==> config.mk <==
export PLATFORM = sky130hd
export DESIGN_NAME = dsof_status_flags
export DESIGN_NICKNAME = d
export VERILOG_FILES = /design/src/hw/dsof_pkg.sv /design/src/hw/dsof_delay_if.sv /design/src/hw/dsof_onoff_delay.sv /design/src/hw/dsof_status_flags.sv
export SDC_FILE = /design/constraint.sdc
export NUM_CORES = 1
export LEC_CHECK = 0
export BUFFER_PORTS_ARGS = -buffer_cell sky130_fd_sc_hd__buf_4
export CORE_MARGIN = 1
export CORE_UTILIZATION = 30
export DETAILED_ROUTE_END_ITERATION = 10
export MAX_ROUTING_LAYER = met4
export PLACE_DENSITY = 0.46
export SLEW_MARGIN = 20
export SYNTH_ARGS = -nofsm -noshare
export SYNTH_HDL_FRONTEND = slang
export SYNTH_HIERARCHICAL = 1
export SYNTH_SLANG_ARGS = --single-unit
export TNS_END_PERCENT = 20
==> constraint.sdc <==
create_clock -name clock_in -period 8.2 [get_ports clock_in]
set_input_delay 2.46 -clock clock_in [delete_from_list [all_inputs] [get_ports clock_in]]
set_output_delay 2.46 -clock clock_in [all_outputs]
set_load 0.05 [all_outputs]
==> src/hw/dsof_pkg.sv <==
// Constants, register map and state types for the drive status output flags.
// Assumes a single 125 MHz control clock and a 1 ms system tick.
`default_nettype none
package dsof_pkg;
  // ************************************************************
  // Timing
  // ************************************************************
  localparam int unsigned CLK_HZ = 125_000_000;
  localparam int unsigned TICK_US = 1000;
  localparam int unsigned TICK_CYCLES_DEF = (CLK_HZ / 1_000_000) * TICK_US;
  localparam int unsigned TICK_MS = TICK_US / 1000;
  // Start-up relay delay must stay under 2 s
  localparam int unsigned PWRUP_MS = 1500;
  localparam logic [10:0] PWRUP_TICKS = 11'(PWRUP_MS / TICK_MS);
  localparam int unsigned ALARM_MS = 300;
  localparam logic [8:0] ALARM_TICKS = 9'(ALARM_MS / TICK_MS);
  // On/off delays are set in 0.1 s steps, 0.0 to 100.0 s
  localparam int unsigned DLY_STEP_MS = 100;
  localparam logic [16:0] DLY_STEP_TICKS = 17'(DLY_STEP_MS / TICK_MS);
  localparam logic [9:0] DLY_MAX = 10'h03E8;
  // ************************************************************
  // Function codes and reset values
  // ************************************************************
  localparam logic [7:0] FN_OVERLOAD = 8'h03;
  localparam logic [7:0] FN_DEVIATION = 8'h04;
  localparam logic [7:0] FN_ALARM = 8'h05;
  localparam logic [7:0] T11_CODE_RST = 8'h05;
  localparam logic [7:0] RLY_CODE_RST = 8'h05;
  localparam logic SENSE_NC_RST = 1'b1;
  localparam logic [7:0] OL_THR_RST = 8'h64;
  localparam logic [7:0] DEV_THR_RST = 8'h03;
  localparam logic [9:0] DLY_RST = 10'h000;
  // ************************************************************
  // Register map (byte offsets) and field positions
  // ************************************************************
  localparam logic [7:0] REG_CTRL = 8'h00;
  localparam logic [7:0] REG_OL_THR = 8'h04;
  localparam logic [7:0] REG_DEV_THR = 8'h08;
  localparam logic [7:0] REG_T11_DLY = 8'h0C;
  localparam logic [7:0] REG_RLY_DLY = 8'h10;
  localparam logic [7:0] REG_STATUS = 8'h14;
  localparam logic [7:0] REG_MASK = 8'h18;
  localparam logic [7:0] REG_STATE = 8'h1C;
  localparam int CTRL_T11_LSB = 0;
  localparam int CTRL_RLY_LSB = 8;
  localparam int CTRL_SENSE_BIT = 16;
  localparam int DLY_ON_LSB = 0;
  localparam int DLY_OFF_LSB = 16;
  localparam int EV_OL_BIT = 0;
  localparam int EV_OD_BIT = 1;
  localparam int EV_AL_BIT = 2;
  localparam int ST_POWERED_BIT = 3;
  localparam int ST_COIL_BIT = 4;
  // ************************************************************
  // State types
  // ************************************************************
  typedef struct packed {
    logic [7:0] t11_code;
    logic [7:0] rly_code;
    logic sense_nc;
    logic [7:0] ol_thr;
    logic [7:0] dev_thr;
    logic [9:0] t11_on;
    logic [9:0] t11_off;
    logic [9:0] rly_on;
    logic [9:0] rly_off;
    logic [2:0] status;
    logic [2:0] mask;
    logic [16:0] tick_cnt;
    logic tick;
    logic [10:0] pwr_cnt;
    logic powered;
    logic [8:0] al_cnt;
    logic ol;
    logic od;
    logic al;
    logic t11_n;
    logic coil;
    logic irq;
    logic waitreq;
    logic [31:0] rdata;
  } dsof_state_s;
  typedef struct packed {
    logic [16:0] cnt;
    logic level;
  } dsof_dly_s;
endpackage
`default_nettype wire

==> src/hw/dsof_delay_if.sv <==
// Carrier between the flag logic and one on/off delay stage.
// Assumes the owner drives input level, both delays and the tick enable.
`default_nettype none
interface dsof_delay_if;
  logic in_level;
  logic [9:0] on_dly;
  logic [9:0] off_dly;
  logic tick;
  logic out_level;
  modport stage (input in_level, input on_dly, input off_dly, input tick, output out_level);
  modport owner (output in_level, output on_dly, output off_dly, output tick, input out_level);
endinterface
`default_nettype wire

==> src/hw/dsof_onoff_delay.sv <==
// One programmable turn-on/turn-off delay stage of an output terminal.
// Assumes a one-cycle tick enable every millisecond.
`default_nettype none
module dsof_onoff_delay
  import dsof_pkg::*;
(
  input wire logic clock_in,
  input wire logic rst_b_in,
  dsof_delay_if.stage dly
);
  import dsof_pkg::*;

  dsof_dly_s r;
  dsof_dly_s next_r;
  logic [9:0] sel;
  logic [16:0] limit;

  always_comb begin
    next_r = r;
    sel = dly.in_level ? dly.on_dly : dly.off_dly;
    if (sel > DLY_MAX) begin
      sel = DLY_MAX;
    end
    limit = 17'(sel * DLY_STEP_TICKS);
    if (dly.in_level == r.level) begin
      next_r.cnt = '0;
    end else if (limit == '0) begin
      next_r.level = dly.in_level;
    end else if (dly.tick) begin
      // A pulse shorter than the delay restarts the count and never shows
      if (r.cnt + 17'h0_0001 >= limit) begin
        next_r.level = dly.in_level;
        next_r.cnt = '0;
      end else begin
        next_r.cnt = r.cnt + 17'h0_0001;
      end
    end
  end

  always_ff @(posedge clock_in) begin
    if (!rst_b_in) begin
      r <= '0;
    end else begin
      r <= next_r;
    end
  end

  assign dly.out_level = r.level;
endmodule
`default_nettype wire

==> src/hw/dsof_status_flags.sv <==
// Drive status output flags: overload, loop deviation and trip alarm,
// routed to the transistor terminal and the changeover relay coil.
// Assumes synchronous inputs in percent and an Avalon-MM master with waitrequest.
//
// Behaviour
// - With code 03 an output is active while current is above the overload threshold, off below.
// - The overload threshold is a software setting in percent, 100 after reset.
// - Overload comparison runs regardless of motoring or regenerative braking.
// - The transistor terminal is active low, pulled to ground when asserted.
// - Loop error is the magnitude of setpoint minus process value.
// - With code 04 the output is active while loop error exceeds the deviation threshold.
// - The deviation threshold is a software setting in percent, 3 after reset.
// - With code 05 the alarm is active from a trip until it is cleared.
// - The alarm can be routed to the transistor terminal or to the relay.
// - Relay contact sense resets to normally closed, value 1.
// - Normally closed, the relay energizes after a start-up delay under 2 s.
// - Normally closed, a trip or power loss leaves the relay de-energized.
// - Normally open, value 0, the relay energizes only while a trip is present.
// - The alarm follows the internal fault with a 300 ms delay.
// - Each terminal passes through on and off delays of 0.0 to 100.0 s.
//
// Local design decisions: the placing of the registers and the Avalon-MM slave port.
`default_nettype none
module dsof_status_flags
  import dsof_pkg::*;
#(
  parameter int unsigned TICK_CYCLES = TICK_CYCLES_DEF
) (
  input wire logic clock_in,
  input wire logic rst_b_in,
  input wire logic [7:0] avs_address_in,
  input wire logic avs_read_in,
  input wire logic avs_write_in,
  input wire logic [31:0] avs_writedata_in,
  input wire logic [3:0] avs_byteenable_in,
  output logic [31:0] avs_readdata_out,
  output logic avs_waitrequest_out,
  input wire logic [7:0] current_pct_in,
  input wire logic [7:0] setpoint_pct_in,
  input wire logic [7:0] feedback_pct_in,
  input wire logic fault_trip_in,
  output logic overload_warning_out,
  output logic loop_deviation_out,
  output logic trip_alarm_out,
  output logic term11_n_out,
  output logic relay_coil_out,
  output logic irq_out
);
  import dsof_pkg::*;

  // ************************************************************
  // State and delay stages
  // ************************************************************
  dsof_state_s r;
  dsof_state_s next_r;
  dsof_delay_if t11_if ();
  dsof_delay_if rly_if ();

  dsof_onoff_delay u_t11_dly (
    .clock_in(clock_in),
    .rst_b_in(rst_b_in),
    .dly(t11_if.stage)
  );

  dsof_onoff_delay u_rly_dly (
    .clock_in(clock_in),
    .rst_b_in(rst_b_in),
    .dly(rly_if.stage)
  );

  function automatic logic pick(input logic [7:0] code, input dsof_state_s s);
    logic v;
    v = 1'b0;
    case (code)
      FN_OVERLOAD: v = s.ol;
      FN_DEVIATION: v = s.od;
      FN_ALARM: v = s.al;
      default: v = 1'b0;
    endcase
    return v;
  endfunction

  function automatic logic [31:0] merge(input logic [31:0] old, input logic [31:0] wd,
                                        input logic [3:0] be);
    logic [31:0] m;
    m = old;
    for (int i = 0; i < 4; i++) begin
      if (be[i]) begin
        m[i*8 +: 8] = wd[i*8 +: 8];
      end
    end
    return m;
  endfunction

  assign t11_if.in_level = pick(r.t11_code, r);
  assign t11_if.on_dly = r.t11_on;
  assign t11_if.off_dly = r.t11_off;
  assign t11_if.tick = r.tick;
  assign rly_if.in_level = pick(r.rly_code, r);
  assign rly_if.on_dly = r.rly_on;
  assign rly_if.off_dly = r.rly_off;
  assign rly_if.tick = r.tick;

  logic [8:0] err_diff;
  logic [7:0] err_mag;
  logic req;
  logic done;
  logic [31:0] ctrl_word;
  logic [31:0] rd;
  logic [31:0] wv;
  logic [2:0] events;

  // ************************************************************
  // Next-state logic
  // ************************************************************
  always_comb begin
    next_r = r;
    rd = '0;
    wv = '0;
    req = avs_read_in || avs_write_in;
    done = req && !r.waitreq;
    err_diff = {1'b0, setpoint_pct_in} - {1'b0, feedback_pct_in};
    err_mag = err_diff[8] ? 8'(-err_diff) : err_diff[7:0];
    ctrl_word = '0;
    ctrl_word[CTRL_T11_LSB +: 8] = r.t11_code;
    ctrl_word[CTRL_RLY_LSB +: 8] = r.rly_code;
    ctrl_word[CTRL_SENSE_BIT] = r.sense_nc;

    // Fixed 1 ms tick for every timer
    next_r.tick = 1'b0;
    if (r.tick_cnt >= 17'(TICK_CYCLES - 1)) begin
      next_r.tick_cnt = '0;
      next_r.tick = 1'b1;
    end else begin
      next_r.tick_cnt = r.tick_cnt + 17'h0_0001;
    end

    // No motoring or braking input gates this compare
    if (current_pct_in > r.ol_thr) begin
      next_r.ol = 1'b1;
    end else if (current_pct_in < r.ol_thr) begin
      next_r.ol = 1'b0;
    end
    if (err_mag > r.dev_thr) begin
      next_r.od = 1'b1;
    end else if (err_mag < r.dev_thr) begin
      next_r.od = 1'b0;
    end

    // Alarm follows the trip level only after it has been stable 300 ms
    if (fault_trip_in == r.al) begin
      next_r.al_cnt = '0;
    end else if (r.tick) begin
      if (r.al_cnt == ALARM_TICKS - 9'h001) begin
        next_r.al = fault_trip_in;
        next_r.al_cnt = '0;
      end else begin
        next_r.al_cnt = r.al_cnt + 9'h001;
      end
    end

    if (!r.powered && r.tick) begin
      if (r.pwr_cnt == PWRUP_TICKS - 11'h001) begin
        next_r.powered = 1'b1;
      end else begin
        next_r.pwr_cnt = r.pwr_cnt + 11'h001;
      end
    end

    next_r.t11_n = !t11_if.out_level;
    if (!r.powered) begin
      next_r.coil = 1'b0;
    end else if (r.sense_nc) begin
      next_r.coil = !rly_if.out_level;
    end else begin
      next_r.coil = rly_if.out_level;
    end

    // ************************************************************
    // Register bus: one wait cycle, then the access completes
    // ************************************************************
    if (avs_address_in == REG_CTRL) begin
      rd = ctrl_word;
    end else if (avs_address_in == REG_OL_THR) begin
      rd = {24'h00_0000, r.ol_thr};
    end else if (avs_address_in == REG_DEV_THR) begin
      rd = {24'h00_0000, r.dev_thr};
    end else if (avs_address_in == REG_T11_DLY) begin
      rd[DLY_ON_LSB +: 10] = r.t11_on;
      rd[DLY_OFF_LSB +: 10] = r.t11_off;
    end else if (avs_address_in == REG_RLY_DLY) begin
      rd[DLY_ON_LSB +: 10] = r.rly_on;
      rd[DLY_OFF_LSB +: 10] = r.rly_off;
    end else if (avs_address_in == REG_STATUS) begin
      rd = {29'h0000_0000, r.status};
    end else if (avs_address_in == REG_MASK) begin
      rd = {29'h0000_0000, r.mask};
    end else if (avs_address_in == REG_STATE) begin
      rd[EV_OL_BIT] = r.ol;
      rd[EV_OD_BIT] = r.od;
      rd[EV_AL_BIT] = r.al;
      rd[ST_POWERED_BIT] = r.powered;
      rd[ST_COIL_BIT] = r.coil;
    end
    wv = merge(rd, avs_writedata_in, avs_byteenable_in);

    if (req && r.waitreq) begin
      next_r.waitreq = 1'b0;
      next_r.rdata = avs_read_in ? rd : '0;
    end else if (!r.waitreq) begin
      next_r.waitreq = 1'b1;
    end

    events = '0;
    events[EV_OL_BIT] = next_r.ol && !r.ol;
    events[EV_OD_BIT] = next_r.od && !r.od;
    events[EV_AL_BIT] = next_r.al && !r.al;
    if (done && avs_read_in && avs_address_in == REG_STATUS) begin
      // Only bits that the read returned are cleared, so a late event is kept
      next_r.status = r.status & ~r.rdata[2:0];
    end
    // An event in the clearing cycle survives the read
    next_r.status = next_r.status | events;

    if (done && avs_write_in) begin
      if (avs_address_in == REG_CTRL) begin
        next_r.t11_code = wv[CTRL_T11_LSB +: 8];
        next_r.rly_code = wv[CTRL_RLY_LSB +: 8];
        next_r.sense_nc = wv[CTRL_SENSE_BIT];
      end else if (avs_address_in == REG_OL_THR) begin
        next_r.ol_thr = wv[7:0];
      end else if (avs_address_in == REG_DEV_THR) begin
        next_r.dev_thr = wv[7:0];
      end else if (avs_address_in == REG_T11_DLY) begin
        next_r.t11_on = wv[DLY_ON_LSB +: 10];
        next_r.t11_off = wv[DLY_OFF_LSB +: 10];
      end else if (avs_address_in == REG_RLY_DLY) begin
        next_r.rly_on = wv[DLY_ON_LSB +: 10];
        next_r.rly_off = wv[DLY_OFF_LSB +: 10];
      end else if (avs_address_in == REG_MASK) begin
        next_r.mask = wv[2:0];
      end
    end
    next_r.irq = |(next_r.status & next_r.mask);
  end

  always_ff @(posedge clock_in) begin
    if (!rst_b_in) begin
      r <= '0;
      r.t11_code <= T11_CODE_RST;
      r.rly_code <= RLY_CODE_RST;
      r.sense_nc <= SENSE_NC_RST;
      r.ol_thr <= OL_THR_RST;
      r.dev_thr <= DEV_THR_RST;
      r.t11_on <= DLY_RST;
      r.t11_off <= DLY_RST;
      r.rly_on <= DLY_RST;
      r.rly_off <= DLY_RST;
      r.t11_n <= 1'b1;
      r.waitreq <= 1'b1;
    end else begin
      r <= next_r;
    end
  end

  assign avs_readdata_out = r.rdata;
  assign avs_waitrequest_out = r.waitreq;
  assign overload_warning_out = r.ol;
  assign loop_deviation_out = r.od;
  assign trip_alarm_out = r.al;
  assign term11_n_out = r.t11_n;
  assign relay_coil_out = r.coil;
  assign irq_out = r.irq;
endmodule
`default_nettype wire

# Word-level counts from Yosys, hierarchy flattened
# Index checks and enable logic that the tools add are counted.
# word_totals
register_bits	193
in_bits	73
out_inout_bits	39
wordCells	171
# classes
n_addsub	7
mul	2
magnitude_cmp	9
eq_ne	18
mux	52
bitwise	14
reduce_logical	41
# ops
cell	n
$mux W32	4
$mux W10	8
$add A17 B1 Y17 const B	3
$eq A8 B3 Y1 const B	5
$ge A17 B17 Y1	2
$logic_not A17 Y1	2
$mux W17	2
$eq A8 B5 Y1 const B	4
$mux W8	4
$mul A10 B5 Y15 const B	2
$mux W3	8
$gt A10 B10 Y1 const B	2
$mux W6	3
$ge A17 B17 Y1 const B	1
$eq A8 B2 Y1 const B	2
$eq A8 B4 Y1 const B	2
$gt A8 B8 Y1	2
$lt A8 B8 Y1	2
$mux W1	16
$mux W5	3
$reduce_and A2 Y1	6
$add A11 B1 Y11 const B	1
$eq A11 B11 Y1 const B	1
$not A1 Y1	10
22 further kinds	48

# Logic depth before layout (Yosys ltp)
# Gate-level depths: netlist of the first run.
# depth
ltp_word	19
mapped_depth	35
ltp_nobuf	31

# Modules after synthesis
# Netlist of the first run, hierarchy kept.
# modules_own_cells
module	n_inst	cells_per_inst	area_per_inst_um2	seq_area_each_um2
dsof_status_flags	1	912	7938.9	3022.9
dsof_onoff_delay (u_t11_dly)	1	312	2692.6	360.3
dsof_onoff_delay (u_rly_dly)	1	319	2587.5	360.3

# Least setup slack after synthesis of the first run
# No wires, ideal clock.
# synth_timing
path_kind	reg2reg
startpoint	register r, in the netlist trip_alarm_out
endpoint	register u_rly_dly/r[10] (netlist bit)
arrival_ps	6825
required_ps	8078
path_slack_ps	1252
path_stages_with_launch	34
path_buffers	4
period_less_slack_ps	6948
cell_sequence	dfxtp_1 > inv_1 > a211oi_1 > a31oi_1 > nor4_1 > buf_6 > mux2_2 > ha_1 > o211a_2 > and2_4 > buf_6 > a211o_1 > ha_1 > ha_1 > inv_1 > fa_1 > inv_1 > ha_1 > nor2b_1 > o31a_1 > o2111ai_1 > o211ai_1 > and2_1 > ha_1 > nand4_1 > nor2_1 > nand2_1 > a211o_1 > nand4_1 > clkbuf_1 > clkbuf_1 > nor2_1 > o211ai_1 > o21ai_1
# synth_via
elab_chain_len	8
# synth_lines
item	line	text
from (decl)	dsof_status_flags.sv:54	dsof_state_s r;
from (signal assigned)	dsof_status_flags.sv:262	r <= next_r;
$pmux W1 S3 *	dsof_status_flags.sv:74	case (code)
named net rly_if.in_level	dsof_delay_if.sv:5	logic in_level;
parallel branches: the longest is 7 deep, another holds $ge A17 B17 Y1	n/a	
to (signal assigned)	dsof_onoff_delay.sv:44	r <= next_r;
to (decl)	dsof_onoff_delay.sv:13	dsof_dly_s r;
# Mark *: on every way through the listed nets, which the timed path passes.
# A chain may end at the register's enable or synchronous reset.

# Worst setup path in the final report of the first run
# layout_timing
startpoint	register r, in the netlist trip_alarm_out
endpoint	register u_t11_dly/r[8] (netlist bit)
# layout_via
elab_chain_len	8
# layout_lines
item	line
$pmux W1 S3 *	dsof_status_flags.sv:74
named net t11_if.in_level	dsof_delay_if.sv:5
parallel branches: the longest is 7 deep, another holds $ge A17 B17 Y1	n/a
to (signal assigned)	dsof_onoff_delay.sv:44
to (decl)	dsof_onoff_delay.sv:13
# Marked as above.

==> results.json, run 1 <==
{
  "whs_path_depth": 1,
  "cts-buffers-inserted": 17,
  "path_common_cell": "ha_1",
  "clock-root-buffer": "clkbuf_16",
  "dpl.hpwl_um": 26400,
  "rsz0062_at_grt": "no",
  "fin_setup_tns_ns": 0,
  "synth-seq-cells": 187,
  "dieHeight_um": 212,
  "rr_worst_depth": 31,
  "synth_simple_gate_area_frac": 0.216,
  "num_io_pins": 112,
  "outcome": "finished clean",
  "path_class": "reg2reg",
  "max_cap_viol_count": 0,
  "total_power_uw": 1950,
  "final-hold-violation-count": 0,
  "totalWireLength_um": 34800,
  "timing.reg2reg.setup_slack_ns": 0.69,
  "drt-wirelength-per-cell_um": 16.0,
  "drtPass1Iterations": 5,
  "avgSynthCellArea_um2": 8.57,
  "die_x_um": 212,
  "synth_cells": 1543,
  "hold_ws_ns": 0.447,
  "relSlewSlack": 0.269,
  "fin_util": 0.342,
  "synth_top_family_by_area": "simple AND/OR/NAND/NOR gates",
  "start_kind": "flip-flop",
  "async_flop_share": 0,
  "ys.flop_type": "dfxtp_1",
  "final_common_cell": "dfxtp_1",
  "rows": 76,
  "critical_path.max_fanout": 11,
  "end_kind": "flip-flop",
  "path_clk_slew_ns": 0.08,
  "clockBufferDepth": 2,
  "overflow": 0,
  "final_cell_mix": "dfxtp_1, nand2_1, ha_1",
  "synthesis.area_um2": 13200,
  "setup_viol": 0,
  "grt_max_degree": 100,
  "worst-endpoint-arrival_ns": 7.90,
  "antenna_found_initial": 0,
  "hold_path.class": "reg2reg",
  "cp.required_ns": 8.60,
  "synth.area.mux_share": 0.0583,
  "final_nets": 1791,
  "cts_sinks": 187,
  "skew_ns": 0.0165,
  "cp.depth": 31,
  "h-tree-depth": 4,
  "drive_gt1_frac": 0.133,
  "crit_end": "u_t11_dly/r[8]$_SDFFE_PP0P_",
  "drv_slew": 0,
  "cts_tree": "built",
  "viasPerCell": 4.95,
  "post_cts_buffers": 0,
  "detailroute.via_count": 10766,
  "p_per_area_nw_per_um2": 132,
  "worstSetupStartpoint": "trip_alarm_out$_SDFF_PN0_",
  "critical-path-slowest-cell": "nor4_2",
  "synth_compound_area_frac": 0.173,
  "post-route-period-util": 0.915,
  "grt_usage": 0.163,
  "syn_to_final_growth_pct": 11.9,
  "p_leak_uw": 0.00622,
  "fin_crit_ns": 7.51,
  "synthXorXnorAreaFrac": 0.0582,
  "port_buffers": 99,
  "drt-initial-drc-count": 665,
  "grt_pass1_wl_um": 55800,
  "initial_core_util": 0.306,
  "drc": 0,
  "clk_latency_ns": 0.46,
  "max_freq_mhz": 133,
  "slowest_delay_ns": 0.61,
  "num_antenna_cells": 0,
  "synth_cell_types": 95,
  "grt_pass1_vias": 10262,
  "ant_nets": 0,
  "fillCellCount": 4553,
  "worst_pin_slew_ns": 1.09,
  "core_area_um2": 43300,
  "synthAdderAreaFrac": 0.142,
  "cts_resized": 0,
  "rr_endpoint": "u_t11_dly/r[8]$_SDFFE_PP0P_",
  "postCtsHoldBufs": 0,
  "die_area_um2": 44900,
  "yosys_warnings": 6,
  "r2r-start": "trip_alarm_out$_SDFF_PN0_",
  "synth_edf_count": 0,
  "cp_num_buf_inv": 5,
  "ir_drop_mv": 0.132,
  "cpLargestDelayFamily": "adder cells",
  "yosysSeqAreaShare": 0.283,
  "gp_congestion": 0.841
}
## cell families after synthesis
family                     Yosys count
xor gates and xnor gates            87
AOI/OAI and AO/OA                  317
DFF                                187
and+or+nand+nor                    551
adders and majority gates          143
muxes                               64
buffers and inverters              193
other                                1
## registers in the layout, summed over array words and instances, names as in the netlist
signal                   flops
r                           60
avs_readdata_out            26
ctrl_word                   17
u_rly_dly/r                 17
u_t11_dly/r                 17
rly_if.off_dly              10
rly_if.on_dly               10
t11_if.off_dly              10
t11_if.on_dly               10
avs_waitrequest_out          1
irq_out                      1
loop_deviation_out           1
overload_warning_out         1
relay_coil_out               1
rly_if.tick                  1
term11_n_out                 1
trip_alarm_out               1
u_rly_dly/dly.out_level      1
u_t11_dly/dly.out_level      1
## power breakdown
part / total [µW] / switching, µW / internal [µW]
clock network: 824 / 415 / 409
logic: 202 / 116 / 85.5
registers: 923 / 9.42 / 914
## cell type report
class	count	area, µm²	area share
well taps	585	732	0.0495
flip-flops and latches	187	3740	0.253
clock buffers	18	439	0.0297
inverters	93	349	0.0236
multi-input cells	1168	8590	0.581
repair buffers	108	811	0.0548
clock inverters	14	130	0.00880
## metrics by stage
stage | std cells | worst slack [ns] | area [µm²]
finish | 2173 | 0.695 | 14800
global route | 2173 | 0.132 | 14800
CTS | 2173 | 0.648 | 14800
detailed placement | 2141 | 0.688 | 14200
global placement | 2141 | 0.778 | 14200
floorplan | 1548 | 1.25 | 13200
## worst min path at each step
stage / from / end / slack [ns]
after floorplan: u_t11_dly/dly.out_level$_SDFFE_PN0P_ / term11_n_out$_SDFF_PN1_ / 0.38
after global placement: u_t11_dly/dly.out_level$_SDFFE_PN0P_ / term11_n_out$_SDFF_PN1_ / 0.43
after detailed placement: u_t11_dly/dly.out_level$_SDFFE_PN0P_ / term11_n_out$_SDFF_PN1_ / 0.43
after CTS: u_t11_dly/dly.out_level$_SDFFE_PN0P_ / term11_n_out$_SDFF_PN1_ / 0.45
after global routing: u_t11_dly/dly.out_level$_SDFFE_PN0P_ / term11_n_out$_SDFF_PN1_ / 0.48
final: u_t11_dly/dly.out_level$_SDFFE_PN0P_ / term11_n_out$_SDFF_PN1_ / 0.45
## synthesized netlist by cell type (11+ instances only)
cell type,n,area share
dfxtp_1,187,0.28
nand2_1,164,0.047
ha_1,132,0.12
nor2_1,93,0.026
inv_1,91,0.026
nand3_1,66,0.025
a21boi_0,54,0.031
nor2b_1,53,0.025
a21oi_1,51,0.019
xnor2_1,43,0.028
xor2_1,43,0.028
clkbuf_1,41,0.012
o21ai_0,39,0.015
buf_4,35,0.020
a22oi_1,29,0.016
mux2i_1,29,0.022
mux2_2,26,0.022
and3_1,25,0.012
nand4_1,23,0.011
and2_1,18,0.0085
a22o_1,17,0.011
buf_2,15,0.0057
nand2b_1,15,0.0071
o211ai_1,14,0.0080
o21ai_1,14,0.0053
or4_1,13,0.0074
o21a_1,12,0.0068
fa_1,11,0.017
## metal layers
layer  part of all wire  vias to the layer above  wire (µm)  GRT usage
met3              0.034                       41       1190     0.0263
met1               0.50                     5058      17400      0.222
met5                  0                        -          0          -
li1                   -                     5499          -          -
met2               0.45                      168      15600      0.245
met4              0.017                        0        578     0.0480
Note: power is estimated with default switching activity, not from simulation.
==> run 2, diff against run 1 <==
SYNTH_HIERARCHICAL = default   (was 1)
==> results.json, run 2 <==
{
  "num_io_pins": 112,
  "ys_top_cells_by_area": "dfxtp_1, ha_1, nor2_1",
  "totalWireLength_um": 35000,
  "gp_congestion": 0.817,
  "worst-endpoint-arrival_ns": 7.93,
  "fillCellCount": 4337,
  "drv_slew": 0,
  "p_sw_uw": 557,
  "post_cts_buffers": 0,
  "synthesis.area_um2": 12700,
  "avgSynthCellArea_um2": 8.22,
  "p_int_uw": 1460,
  "cts_resized": 0,
  "final-hold-violation-count": 0,
  "final_common_cell": "dfxtp_1",
  "ys.flop_type": "dfxtp_1",
  "grt_pass1_vias": 10194,
  "syn_to_final_growth_pct": 13.3,
  "cts_tree": "built",
  "drt-initial-drc-count": 563,
  "rsz0062_at_grt": "no",
  "postCtsHoldBufs": 0,
  "h-tree-depth": 4,
  "switching_share": 0.276,
  "final_cell_mix": "dfxtp_1, nor2_1, nand2_1",
  "start_kind": "flip-flop",
  "clk_latency_ns": 0.46,
  "yosysMostFrequentCell": "dfxtp_1",
  "synth_cells": 1541,
  "synth_edf_count": 0,
  "hold_path.class": "reg2reg",
  "clockBufferDepth": 2,
  "dpl.hpwl_um": 26900,
  "synth-seq-cells": 187,
  "post-route-period-util": 0.925,
  "power_frac_seq": 0.456,
  "netlist.area_leader.share": 0.296,
  "yosysSeqAreaShare": 0.296,
  "cpLargestDelayFamily": "simple AND/OR/NAND/NOR gates",
  "clkPwrFrac": 0.447,
  "port_buffers": 99,
  "cp.required_ns": 8.55,
  "cts-buffers-inserted": 17,
  "drt-wirelength-per-cell_um": 16.4,
  "placed_area_um2": 13700,
  "p_leak_uw": 0.00633,
  "synth_cell_types": 79,
  "p_per_area_nw_per_um2": 141,
  "register_area_um2": 3740,
  "antenna_found_initial": 0,
  "relSlewSlack": 0.307,
  "clock-root-buffer": "clkbuf_16",
  "drive_gt1_frac": 0.120,
  "path_common_cell": "ha_1",
  "async_flop_share": 0,
  "final_nets": 1801,
  "top_register": "r",
  "fin_setup_tns_ns": 0,
  "hold_ws_ns": 0.446,
  "grt_max_degree": 82,
  "path_clk_slew_ns": 0.08,
  "p_comb_frac": 0.097,
  "worst_pin_slew_ns": 1.04,
  "critical-path-slowest-cell": "or4_4",
  "detailroute.via_count": 10628,
  "max_freq_mhz": 132,
  "yosys_warnings": 0,
  "grt_usage": 0.170,
  "dieHeight_um": 207,
  "cts_sinks": 187,
  "cp_num_buf_inv": 3,
  "ir_drop_mv": 0.111,
  "end_kind": "flip-flop",
  "drc": 0,
  "overflow": 0,
  "path_class": "reg2reg",
  "core_area_um2": 41200,
  "multi_input_area_um2": 8090,
  "critical_path.max_fanout": 12,
  "fin_crit_ns": 7.58,
  "final_area_um2": 14300,
  "total_power_uw": 2020,
  "die_area_um2": 43000,
  "initial_core_util": 0.307,
  "grt_pass1_wl_um": 56700,
  "yosys-top-cells-count": "dfxtp_1, nor2_1, nand2_1, ha_1, inv_1",
  "drtPass1Iterations": 5,
  "max_cap_viol_count": 0,
  "outcome": "finished clean",
  "slowest_delay_ns": 0.56,
  "ant_nets": 0,
  "yosysTopAreaCell": "dfxtp_1",
  "largest_register_ffs": 60,
  "setup_viol": 0,
  "die_x_um": 207,
  "num_antenna_cells": 0,
  "rows": 74,
  "viasPerCell": 4.99,
  "skew_ns": 0.0119
}
[run 2: cell types whose count changed after synthesis, moves of 11 or more]
| cell | previous run | this run |
|---|---|---|
| a21boi_0 | 54 | 2 |
| a21oi_1 | 51 | 97 |
| mux2_2 | 26 | 15 |
| mux2i_1 | 29 | 40 |
| nor2_1 | 93 | 181 |
| nor2b_1 | 53 | 21 |
| nor3_1 | 10 | 23 |
[run 2: worst paths after layout]
| kind | start | to | slack, ns | cells past startpoint |
|---|---|---|---|---|
| worst min register to register | r[61]$_SDFF_PP0_ | r[61]$_SDFF_PP0_ | 0.45 | 1 |
| worst max-delay path | ctrl_word[3]$_SDFFE_PN0P_ | u_t11_dly.r[5]$_SDFFE_PP0P_ | 0.62 | 28 |
| worst max register to register | ctrl_word[3]$_SDFFE_PN0P_ | u_t11_dly.r[5]$_SDFFE_PP0P_ | 0.62 | 28 |
| worst min-delay path | r[61]$_SDFF_PP0_ | r[61]$_SDFF_PP0_ | 0.45 | 1 |
[run 2: stage by stage]
step            util  std cells  worst slack (ns)
3_3_place_gp   0.333       2098             0.670
6_report       0.348       2130             0.615
2_1_floorplan      -       1546             0.766
4_1_cts        0.348       2130             0.605
3_5_place_dp   0.333       2098             0.633
5_1_grt        0.348       2130            0.0342
[run 2: worst register-to-register path, delay by kind of cell (launching register included)]
family / cells / cell delay, ns
AND/OR/NAND/NOR: 10 / 2.64
adder cells (fa/ha/maj): 6 / 1.87
AO/OA/AOI/OAI: 6 / 1.34
multiplexers: 2 / 0.73
XOR/XNOR: 1 / 0.38
flip-flops: 1 / 0.33
buffers and inverters: 3 / 0.17
[run 2: layer usage]
| metal | GRT usage | share of wire |
|---|---|---|
| met1 | 0.227 | 0.50 |
| met2 | 0.264 | 0.45 |
| met3 | 0.0250 | 0.030 |
| met4 | 0.0538 | 0.020 |
| met5 | - | 0 |
[run 2: layout make-up]
class | instances | area share
multi-input cells | 1167 | 0.564
flip-flops and latches | 187 | 0.261
repair buffers | 113 | 0.0591
well taps | 532 | 0.0464
clock buffers | 17 | 0.0297
inverters | 99 | 0.0260
clock inverters | 15 | 0.0139
[run 2: cells by family (layout without fill, tap and decap cells)]
group           Yosys count  count (layout)  share of synthesized area
compound gates          304             304                      0.162
mux                      59              59                     0.0521
simple gates            564             564                      0.211
fa+ha+maj               143             143                      0.148
xor+xnor                 91              91                     0.0630
other cells               1               6                   0.000296
buf+inv                 192             244                     0.0679
flops                   187             187                      0.296
[run 2: power by group through the flow]
stage	Sequential (µW)	Clock [µW]	Combinational (µW)
after floorplan	946	0	119
after global placement	942	0	194
after detailed placement	941	0	198
after CTS	920	936	198
after global routing	921	963	217
final	921	901	195
